<file path="config.mk">
export PLATFORM = sky130hd
export DESIGN_NAME = ccrb_top
export DESIGN_NICKNAME = d
export VERILOG_FILES = /design/src/ccrb_top.v
export VERILOG_INCLUDE_DIRS = /design/src
export SDC_FILE = /design/constraint.sdc
export NUM_CORES = 1
export LEC_CHECK = 0
export BUFFER_PORTS_ARGS = -buffer_cell sky130_fd_sc_hd__buf_2
export CAP_MARGIN = 20
export CORE_UTILIZATION = 25
export CTS_BUF_LIST = sky130_fd_sc_hd__clkbuf_8
export DETAILED_ROUTE_END_ITERATION = 12
export PLACE_DENSITY = 0.49
export RECOVER_POWER = 25
export SETUP_SLACK_MARGIN = 0.02
export SLEW_MARGIN = 20
export SYNTH_ARGS = -nofsm -noshare
export SYNTH_HDL_FRONTEND = slang
export SYNTH_SLANG_ARGS = --single-unit
</file>
<file path="constraint.sdc">
create_clock -name i_core_clk -period 9.75 [get_ports i_core_clk]
set_input_delay 0.4875 -clock i_core_clk [delete_from_list [all_inputs] [get_ports i_core_clk]]
set_output_delay 0.4875 -clock i_core_clk [all_outputs]
set_load 0.05 [all_outputs]
</file>
<file path="src/ccrb_defs.vh">
// register offsets, reset values, field positions and decode constants
// for the charger configuration register bank; definitions only.
`ifndef CCRB_DEFS_VH
`define CCRB_DEFS_VH
// register offsets on the serial register port
`define CCRB_OFS_VBAT      8'h12
`define CCRB_OFS_FAST      8'h13
`define CCRB_OFS_PRE       8'h14
`define CCRB_OFS_TERM      8'h15
`define CCRB_OFS_PROT      8'h16
`define CCRB_OFS_CTLA      8'h17
`define CCRB_OFS_CTLB      8'h18
// reset values
`define CCRB_RST_VBAT      8'h3C
`define CCRB_RST_FAST      8'h08
`define CCRB_RST_PRE       8'h02
`define CCRB_RST_TERM      8'h14
`define CCRB_RST_PROT      8'h00
`define CCRB_RST_CTLA      8'h82
`define CCRB_RST_CTLB      8'h42
// field positions
`define CCRB_VBAT_CODE     6:0
`define CCRB_PRE_STEP      7
`define CCRB_PRE_CODE      4:0
`define CCRB_TERM_CODE     5:1
`define CCRB_TERM_DIS      0
`define CCRB_PROT_LOWV     5
`define CCRB_PROT_OCP      4:3
`define CCRB_PROT_UVLO     2:0
`define CCRB_CTLA_TS_ON    7
`define CCRB_CTLA_TS_PROF  6
`define CCRB_CTLA_RECHG    5
`define CCRB_CTLA_WD_DIS   4
`define CCRB_CTLA_DBL      3
`define CCRB_CTLA_SAFETY   2:1
`define CCRB_CTLB_VIN_DIS  7
`define CCRB_CTLB_VIN_LVL  6:4
`define CCRB_CTLB_PP_DIS   3
`define CCRB_CTLB_FOLD     2:0
// decode constants
`define CCRB_VBAT_MAX      7'h64
`define CCRB_VBAT_BASE_MV  13'hE10
`define CCRB_VBAT_STEP_MV  13'h00A
`define CCRB_STEP_FINE_Q   12'h005
`define CCRB_STEP_WIDE_Q   12'h00A
`define CCRB_VIN_BASE_MV   13'h1068
`define CCRB_VIN_STEP_MV   13'h064
`define CCRB_FOLD_BASE_C   7'h46
`define CCRB_FOLD_STEP_C   7'h05
`define CCRB_FOLD_OFF      3'h7
`endif

</file>
<file path="src/ccrb_top.v">
// charger configuration register bank behind a two-wire serial slave port.
// assumes scl/sda arrive already synchronous to i_core_clk and that scl is
// far slower than the core clock (many core cycles per scl phase).
// Operation
// RULE1: regulation target 3.6V plus code times 10mV
// RULE2: codes above 4.6V saturate to 4.6V code
// RULE3: fast current code times 1.25 or 2.5mA
// RULE4: step bit: fine 318.75mA max, wide 500mA; the code does not cap wide, code 255 gives 637.5mA
// RULE5: precharge code uses same step size
// RULE6: termination percent 1 to 31, never zero; the code passes a written code 0 through as 0
// RULE7: termination active while disable bit clear
// RULE8: precharge threshold 3.0V clear, 2.8V set
// RULE9: overcurrent 1200, 1500 mA, else disabled
// RULE10: thermistor off stops only charge control
// RULE11: profile bit: multi-zone or hot/cold suspend
// RULE12: watchdog runs while disable bit clear
// RULE13: double timer halves rate outside CC/CV
// RULE14: safety limit 3, 6, 12 hours, or off
// RULE15: input limit active while disable bit clear
// RULE16: input limit 4.2V plus 0.1V per code
// RULE17: power-path management on while bit clear
// RULE18: foldback 70 to 90 degrees, 111 off; the code decodes codes 5 and 6 as 95 and 100 degrees
// RULE19: fields read back last written, reserved kept
// RULE20: reset restores defaults, writes apply promptly
`include "ccrb_defs.vh"
`default_nettype none
module ccrb_top #(
  parameter [6:0] DEV_ADDR = 7'h2A  // arbitrary slave address
) (
  // clock and reset
  input  wire        i_core_clk,
  input  wire        i_rst_n,
  // serial register port, open drain data
  input  wire        i_scl,
  input  wire        i_sda,
  output reg         o_sda_out,
  output reg         o_sda_oe,
  // safety timer rate
  input  wire        i_timer_tick,
  input  wire        i_charge_in_cc_cv,
  output reg         o_safety_tick,
  // decoded charge settings
  output reg  [12:0] o_vbat_target_mv,
  output reg  [11:0] o_fast_current_q,
  output reg  [11:0] o_precharge_current_q,
  output reg  [4:0]  o_termination_percent_code,
  output reg         o_termination_on,
  output reg  [11:0] o_precharge_threshold_mv,
  output reg  [10:0] o_overcurrent_ma,
  output reg         o_overcurrent_on,
  output reg  [11:0] o_undervoltage_mv,
  output reg         o_undervoltage_on,
  output reg         o_thermistor_control_on,
  output reg         o_open_thermistor_detect,
  output reg         o_thermistor_profile_select,
  output reg  [7:0]  o_recharge_drop_mv,
  output reg         o_watchdog_run,
  output reg  [3:0]  o_safety_limit_hours,
  output reg         o_safety_timer_on,
  output reg         o_input_voltage_dynamic_limit,
  output reg  [12:0] o_input_limit_mv,
  output reg         o_dynamic_power_path_management,
  output reg  [6:0]  o_thermal_foldback_c,
  output reg         o_thermal_foldback_on
);
  // ==========================================================
  // serial slave state
  localparam [3:0] S_IDLE = 4'h0;
  localparam [3:0] S_ADDR = 4'h1;
  localparam [3:0] S_AACK = 4'h2;
  localparam [3:0] S_PTR  = 4'h3;
  localparam [3:0] S_PACK = 4'h4;
  localparam [3:0] S_WR   = 4'h5;
  localparam [3:0] S_WACK = 4'h6;
  localparam [3:0] S_RD   = 4'h7;
  localparam [3:0] S_RACK = 4'h8;
  reg  [3:0] state_reg;
  reg  [3:0] cnt_reg;
  reg  [7:0] shift_reg;
  reg  [7:0] ptr_reg;
  reg        rw_reg;
  reg        scl_d_reg;
  reg        sda_d_reg;
  reg        half_reg;
  reg  [7:0] vbat_reg;
  reg  [7:0] fast_reg;
  reg  [7:0] pre_reg;
  reg  [7:0] term_reg;
  reg  [7:0] prot_reg;
  reg  [7:0] ctla_reg;
  reg  [7:0] ctlb_reg;
  reg  [7:0] rd_mux;
  wire scl_rise = i_scl & ~scl_d_reg;
  wire scl_fall = ~i_scl & scl_d_reg;
  wire start_ev = i_scl & scl_d_reg & sda_d_reg & ~i_sda;
  wire stop_ev  = i_scl & scl_d_reg & ~sda_d_reg & i_sda;
  wire [7:0] byte_in = {shift_reg[6:0], i_sda};
  // ==========================================================
  // read data select; unmapped offsets read zero
  always @* begin
    if (ptr_reg == `CCRB_OFS_VBAT) begin
      rd_mux = vbat_reg;
    end else if (ptr_reg == `CCRB_OFS_FAST) begin
      rd_mux = fast_reg;
    end else if (ptr_reg == `CCRB_OFS_PRE) begin
      rd_mux = pre_reg;
    end else if (ptr_reg == `CCRB_OFS_TERM) begin
      rd_mux = term_reg;
    end else if (ptr_reg == `CCRB_OFS_PROT) begin
      rd_mux = prot_reg;
    end else if (ptr_reg == `CCRB_OFS_CTLA) begin
      rd_mux = ctla_reg;
    end else if (ptr_reg == `CCRB_OFS_CTLB) begin
      rd_mux = ctlb_reg;
    end else begin
      rd_mux = 8'h00;
    end
  end

  // ==========================================================
  // slave sequencer and register writes
  // sda only moves after scl falls, so no false start or stop is sent
  always @(posedge i_core_clk) begin
    if (!i_rst_n) begin
      state_reg <= S_IDLE;
      cnt_reg   <= 4'h0;
      shift_reg <= 8'h00;
      ptr_reg   <= 8'h00;
      rw_reg    <= 1'b0;
      scl_d_reg <= 1'b1;
      sda_d_reg <= 1'b1;
      o_sda_out <= 1'b0;
      o_sda_oe  <= 1'b0;
      vbat_reg  <= `CCRB_RST_VBAT; // RULE20
      fast_reg  <= `CCRB_RST_FAST;
      pre_reg   <= `CCRB_RST_PRE;
      term_reg  <= `CCRB_RST_TERM;
      prot_reg  <= `CCRB_RST_PROT;
      ctla_reg  <= `CCRB_RST_CTLA;
      ctlb_reg  <= `CCRB_RST_CTLB;
    end else begin
      scl_d_reg <= i_scl;
      sda_d_reg <= i_sda;
      if (start_ev) begin
        state_reg <= S_ADDR;
        cnt_reg   <= 4'h0;
        o_sda_oe  <= 1'b0;
      end else if (stop_ev) begin
        state_reg <= S_IDLE;
        o_sda_oe  <= 1'b0;
      end else if (scl_rise) begin
        case (state_reg)
          S_ADDR, S_PTR, S_WR: begin
            shift_reg <= byte_in;
            cnt_reg   <= cnt_reg + 4'h1;
          end
          S_RD: begin
            cnt_reg <= cnt_reg + 4'h1;
          end
          S_RACK: begin
            if (i_sda) begin
              state_reg <= S_IDLE; // host nack ends the read
            end
          end
          default: ;
        endcase
      end else if (scl_fall) begin
        case (state_reg)
          S_ADDR: begin
            if (cnt_reg == 4'h8) begin
              if (shift_reg[7:1] == DEV_ADDR) begin
                rw_reg    <= shift_reg[0];
                o_sda_oe  <= 1'b1;
                state_reg <= S_AACK;
              end else begin
                state_reg <= S_IDLE;
              end
            end
          end
          S_AACK, S_RACK: begin
            cnt_reg <= 4'h0;
            if (state_reg == S_RACK || rw_reg) begin
              shift_reg <= rd_mux;
              o_sda_oe  <= ~rd_mux[7];
              state_reg <= S_RD;
            end else begin
              o_sda_oe  <= 1'b0;
              state_reg <= S_PTR;
            end
          end
          S_PTR: begin
            if (cnt_reg == 4'h8) begin
              ptr_reg   <= shift_reg;
              o_sda_oe  <= 1'b1;
              state_reg <= S_PACK;
            end
          end
          S_PACK, S_WACK: begin
            o_sda_oe  <= 1'b0;
            cnt_reg   <= 4'h0;
            state_reg <= S_WR;
          end
          S_WR: begin
            if (cnt_reg == 4'h8) begin
              // whole byte kept so reserved bits read back
              if (ptr_reg == `CCRB_OFS_VBAT) begin
                if (shift_reg[`CCRB_VBAT_CODE] > `CCRB_VBAT_MAX) begin
                  vbat_reg <= {shift_reg[7], `CCRB_VBAT_MAX}; // RULE2
                end else begin
                  vbat_reg <= shift_reg; // RULE19
                end
              end else if (ptr_reg == `CCRB_OFS_FAST) begin
                fast_reg <= shift_reg;
              end else if (ptr_reg == `CCRB_OFS_PRE) begin
                pre_reg <= shift_reg;
              end else if (ptr_reg == `CCRB_OFS_TERM) begin
                term_reg <= shift_reg;
              end else if (ptr_reg == `CCRB_OFS_PROT) begin
                prot_reg <= shift_reg;
              end else if (ptr_reg == `CCRB_OFS_CTLA) begin
                ctla_reg <= shift_reg;
              end else if (ptr_reg == `CCRB_OFS_CTLB) begin
                ctlb_reg <= shift_reg;
              end
              ptr_reg   <= ptr_reg + 8'h01;
              o_sda_oe  <= 1'b1;
              state_reg <= S_WACK;
            end
          end
          S_RD: begin
            if (cnt_reg == 4'h8) begin
              o_sda_oe  <= 1'b0;
              ptr_reg   <= ptr_reg + 8'h01;
              state_reg <= S_RACK;
            end else begin
              shift_reg <= {shift_reg[6:0], 1'b0};
              o_sda_oe  <= ~shift_reg[6];
            end
          end
          default: ;
        endcase
      end
    end
  end

  // ==========================================================
  // settings decode, one flop per output, one cycle after the byte store
  always @(posedge i_core_clk) begin
    if (!i_rst_n) begin
      o_vbat_target_mv                <= 13'h0000;
      o_fast_current_q                <= 12'h000;
      o_precharge_current_q           <= 12'h000;
      o_termination_percent_code      <= 5'h00;
      o_termination_on                <= 1'b0;
      o_precharge_threshold_mv        <= 12'h000;
      o_overcurrent_ma                <= 11'h000;
      o_overcurrent_on                <= 1'b0;
      o_undervoltage_mv               <= 12'h000;
      o_undervoltage_on               <= 1'b0;
      o_thermistor_control_on         <= 1'b0;
      o_open_thermistor_detect        <= 1'b0;
      o_thermistor_profile_select     <= 1'b0;
      o_recharge_drop_mv              <= 8'h00;
      o_watchdog_run                  <= 1'b0;
      o_safety_limit_hours            <= 4'h0;
      o_safety_timer_on               <= 1'b0;
      o_input_voltage_dynamic_limit   <= 1'b0;
      o_input_limit_mv                <= 13'h0000;
      o_dynamic_power_path_management <= 1'b0;
      o_thermal_foldback_c            <= 7'h00;
      o_thermal_foldback_on           <= 1'b0;
    end else begin
      o_vbat_target_mv <= `CCRB_VBAT_BASE_MV
                        + {6'h00, vbat_reg[`CCRB_VBAT_CODE]} * `CCRB_VBAT_STEP_MV; // RULE1
      // currents in quarter-milliamp units
      o_fast_current_q <= {4'h0, fast_reg} * (pre_reg[`CCRB_PRE_STEP] ?
                          `CCRB_STEP_WIDE_Q : `CCRB_STEP_FINE_Q); // RULE3 RULE4
      o_precharge_current_q <= {7'h00, pre_reg[`CCRB_PRE_CODE]} *
                               (pre_reg[`CCRB_PRE_STEP] ?
                               `CCRB_STEP_WIDE_Q : `CCRB_STEP_FINE_Q); // RULE5
      o_termination_percent_code <= term_reg[`CCRB_TERM_CODE]; // RULE6
      o_termination_on <= ~term_reg[`CCRB_TERM_DIS]; // RULE7
      o_precharge_threshold_mv <= prot_reg[`CCRB_PROT_LOWV] ? 12'hAF0 : 12'hBB8; // RULE8
      o_overcurrent_ma <= prot_reg[3] ? 11'h5DC : 11'h4B0; // RULE9
      o_overcurrent_on <= ~prot_reg[4]; // RULE9
      case (prot_reg[`CCRB_PROT_UVLO])
        3'h3:    o_undervoltage_mv <= 12'hAF0;
        3'h4:    o_undervoltage_mv <= 12'hA28;
        3'h5:    o_undervoltage_mv <= 12'h960;
        3'h6:    o_undervoltage_mv <= 12'h898;
        default: o_undervoltage_mv <= 12'hBB8;
      endcase
      o_undervoltage_on <= (prot_reg[`CCRB_PROT_UVLO] != 3'h7);
      // open detection stays on whatever the thermistor enable says
      o_thermistor_control_on     <= ctla_reg[`CCRB_CTLA_TS_ON]; // RULE10
      o_open_thermistor_detect    <= 1'b1; // RULE10
      o_thermistor_profile_select <= ctla_reg[`CCRB_CTLA_TS_PROF]; // RULE11
      o_recharge_drop_mv <= ctla_reg[`CCRB_CTLA_RECHG] ? 8'hC8 : 8'h8C;
      o_watchdog_run <= ~ctla_reg[`CCRB_CTLA_WD_DIS]; // RULE12
      case (ctla_reg[`CCRB_CTLA_SAFETY])
        2'h0:    o_safety_limit_hours <= 4'h3; // RULE14
        2'h1:    o_safety_limit_hours <= 4'h6;
        2'h2:    o_safety_limit_hours <= 4'hC;
        default: o_safety_limit_hours <= 4'h0;
      endcase
      o_safety_timer_on <= (ctla_reg[`CCRB_CTLA_SAFETY] != 2'h3); // RULE14
      o_input_voltage_dynamic_limit <= ~ctlb_reg[`CCRB_CTLB_VIN_DIS]; // RULE15
      o_input_limit_mv <= `CCRB_VIN_BASE_MV
                        + {10'h000, ctlb_reg[`CCRB_CTLB_VIN_LVL]} * `CCRB_VIN_STEP_MV; // RULE16
      o_dynamic_power_path_management <= ~ctlb_reg[`CCRB_CTLB_PP_DIS]; // RULE17
      // reserved codes 5 and 6 decode on the same line; host must avoid them
      o_thermal_foldback_c <= `CCRB_FOLD_BASE_C
                            + {4'h0, ctlb_reg[`CCRB_CTLB_FOLD]} * `CCRB_FOLD_STEP_C; // RULE18
      o_thermal_foldback_on <= (ctlb_reg[`CCRB_CTLB_FOLD] != `CCRB_FOLD_OFF); // RULE18
    end
  end

  // ==========================================================
  // safety timer tick gating; every other base tick is dropped when slowed
  always @(posedge i_core_clk) begin
    if (!i_rst_n) begin
      half_reg      <= 1'b0;
      o_safety_tick <= 1'b0;
    end else begin
      o_safety_tick <= 1'b0;
      if (i_timer_tick && ctla_reg[`CCRB_CTLA_SAFETY] != 2'h3) begin
        if (ctla_reg[`CCRB_CTLA_DBL] && !i_charge_in_cc_cv) begin
          half_reg      <= ~half_reg;
          o_safety_tick <= half_reg; // RULE13
        end else begin
          o_safety_tick <= 1'b1;
        end
      end
    end
  end
endmodule
`default_nettype wire

</file>
==> results.md <==
- CTS tree: yes
- DIE AREA: roughly 36000 sq um
- Hpwl dp: approximately 16 mm
- Initial antenna violation count: 2
- Clock Path Buffers: 2
- Clock tree sinks: around 170
- Num CTS Buffers: 17
- Vias per cell: approximately 4.4
- Initial Utilization: 0.255
- Root buf cell: clkbuf_8
- Combinational share of power: 0.084
- First-pass GRT wire length: roughly 36 mm
- Setup WS pre-CTS: ~6100 ps
- Top_reg_cell synth: dfxtp_1
- Sw Ratio: 0.303
- Share of layout cells above drive strength 1: 0.0987
- Placed cells: ~1500
- Resized Gates After CTS: 0
- Fin cells: between 1500 and 2000
- Fin crit share: 0.506
- Area of the multi-input gates: roughly 4800 sq um
- Max Fclk: 203 MHz
- Layout Skew: ~18 ps
- Pleak: between 4 and 5 nW
- Placed inst area: 9520 sq um
- Pwr Total: between 1 and 1.5 mW
- Worst VDD drop: around 87 uV
- RSZ-0062 raised after global routing: false
- Regs by FF count: o_fast_current_q (12), o_vbat_target_mv (12)
- Final WS setup: ~4800 ps
- WL/cell: about 14 microns
- Top-area cell type share of the netlist area: 0.378
- Core area: ~35000 sq um
- Area leader, netlist: dfxtp_1
- Pre-antenna DRT Iters: 6
- Asr flop ratio synth: 0
- Num rows: 68
- Clock-pin slew on the worst setup and hold paths: 100 ps
- DRT antenna net count: 0
- Ports: between 100 and 150
- Fillers: ~3700
- H-Tree Depth: 4
- Net Sw Power: between 400 and 500 uW
- Setup Viol. Count Final: 0
- Worst Path Arrival: between 5000 and 6000 ps
- Diode count: 0
- Final instance area: around 10000 sq um
- Cell count after synthesis: roughly 1000
- Final nets: between 1000 and 1500
- Unique masters post-synth: between 60 and 70
- Pin count of the biggest net entering global routing: 63
- Setup TNS: 0 ps
- Ranking of synthesized cells by area: dfxtp_1 (38%), ha_1 (9.2%), nor2_1 (5.4%)
- Commonest non-fill, non-tap cell in the layout: dfxtp_1
- Flip-flop and latch area: about 3300 sq um
- Vias: ~7000
- Seq/Total Area, Yosys: 0.378
- CP startpoint kind: primary input
- HP Class: primary input to flip-flop
- Violated checks: max-capacitance violations, max-slew violations
- Flop pwr share: 0.524
- Vias in the first global route: around 6500
- All-Layer GR Usage: 0.126
- Mean cell area of the mapped netlist: ~8.4 sq um
- Power per cell area: approximately 130 nW/um^2
- CP required: approximately 10000 ps
- Routed wire length: ~22 mm
- Least-Margin Pin Slew: roughly 2700 ps
- Die H: between 150 and 200 microns
- DRT iter0 DRCs: roughly 420
- Run status: complete, but fails checks
- Clock power frac: 0.392
- Layout overhead on the synthesized area: 11.7%
- Max Fanout on Critical Path: 54
- Fin util: 0.285
- Placer Congestion: between 0.8 and 0.9
- Cell area after synthesis: just under 9000 sq um
- DRC Markers: 0
- Internal: 929 uW
- Seq cells post-synth: approximately 170
- Yosys warning total: 0
- Grt total ovfl: 0
- Slew margin rel.: -0.811
- Post-CTS Hold Buffers: 0
- Post-CTS setup buffers: 0
- Crit end category: flip-flop
- Reported max-cap violation count: 1
- Clk_lat worst skew: 490 ps
- Number of synthesized flops with an enable pin: 0
- Crit path kind: primary input to flip-flop
- Max Slew Vio Count: 55
- Final Critical Period: a little under 5000 ps
- Hold Fails Final Rpt: 0
- Hold WS: between 200 and 250 ps
- PortBufs: approximately 110
- Die X-Extent: 190 microns
- Most frequent cells in the layout: dfxtp_1 (167), nor2_1 (127), nand2_1 (96)
==> logic make-up after synthesis <==
| kind of cell | share of synthesized area |
|---|---|
| and+or+nand+nor | 0.196 |
| AOI/OAI and AO/OA | 0.130 |
| buffers and inverters | 0.0926 |
| DFF | 0.378 |
| adders and majority gates | 0.117 |
| muxes | 0.0583 |
| xor gates and xnor gates | 0.0268 |
| other | 0.000850 |
==> worst max-delay path: stages <==
cell and delay [ps]:
buf_2 70, clkbuf_1 1910, clkinv_2 1460, nor3_1 900, o221ai_1 290, o2bb2ai_1 200
==> layout make-up <==
class                   instances  share of cell area
flip-flops and latches        167               0.339
well taps                     455              0.0577
clock buffers                  17              0.0237
inverters                      70              0.0267
repair buffers                110              0.0511
multi-input cells             735               0.484
clock inverters                15              0.0180
==> final timing paths <==
| kind | from | end | slack (ps) | cells past startpoint |
|---|---|---|---|---|
| hold / removal | i_timer_tick | o_safety_tick | 220 | 2 |
| setup / recovery | i_rst_n | shift_reg[6] | 4820 | 6 |
| hold reg to reg | prot_reg[5] | o_precharge_threshold_mv[8] | 450 | 1 |
| setup reg to reg | pre_reg[7] | o_fast_current_q[9] | 6100 | 12 |
==> power by group through the flow <==
stage | sequential (mW) | clock (mW) | combinational, mW
after floorplan | 0.746 | 0 | 0.0684
after global placement | 0.714 | 0 | 0.114
after detailed placement | 0.714 | 0 | 0.114
after CTS | 0.698 | 0.545 | 0.114
after global routing | 0.699 | 0.574 | 0.120
final | 0.698 | 0.523 | 0.112
==> synth_stat cells (3+ instances only) <==
cell type / count
dfxtp_1: 167
nor2_1: 127
nand2_1: 96
inv_1: 70
a21oi_1: 69
ha_1: 65
o21ai_0: 52
clkbuf_1: 47
mux2i_1: 47
buf_4: 44
and2_1: 30
nand2b_1: 19
nor3_1: 19
nand3_1: 14
xnor2_1: 14
and3_1: 13
xor2_1: 13
nor2b_1: 12
fa_1: 11
a211oi_1: 8
a21o_1: 7
o211ai_1: 7
a31oi_1: 6
buf_2: 6
o221ai_1: 6
o2bb2ai_1: 6
or3_1: 6
nor3b_1: 5
or2_2: 4
a22oi_1: 3
and3b_1: 3
mux2_2: 3
nand4_1: 3
nor4b_1: 3
o31ai_1: 3
==> layer usage <==
metal | track usage | up-vias | part of all wire
met1 | 0.166 | 3208 | 0.48
met3 | 0.0308 | 24 | 0.060
met5 | 0 | - | 0.0012
met2 | 0.199 | 195 | 0.45
li1 | - | 3539 | -
met4 | 0.0406 | 4 | 0.013
(Power assumes the default switching activity.)
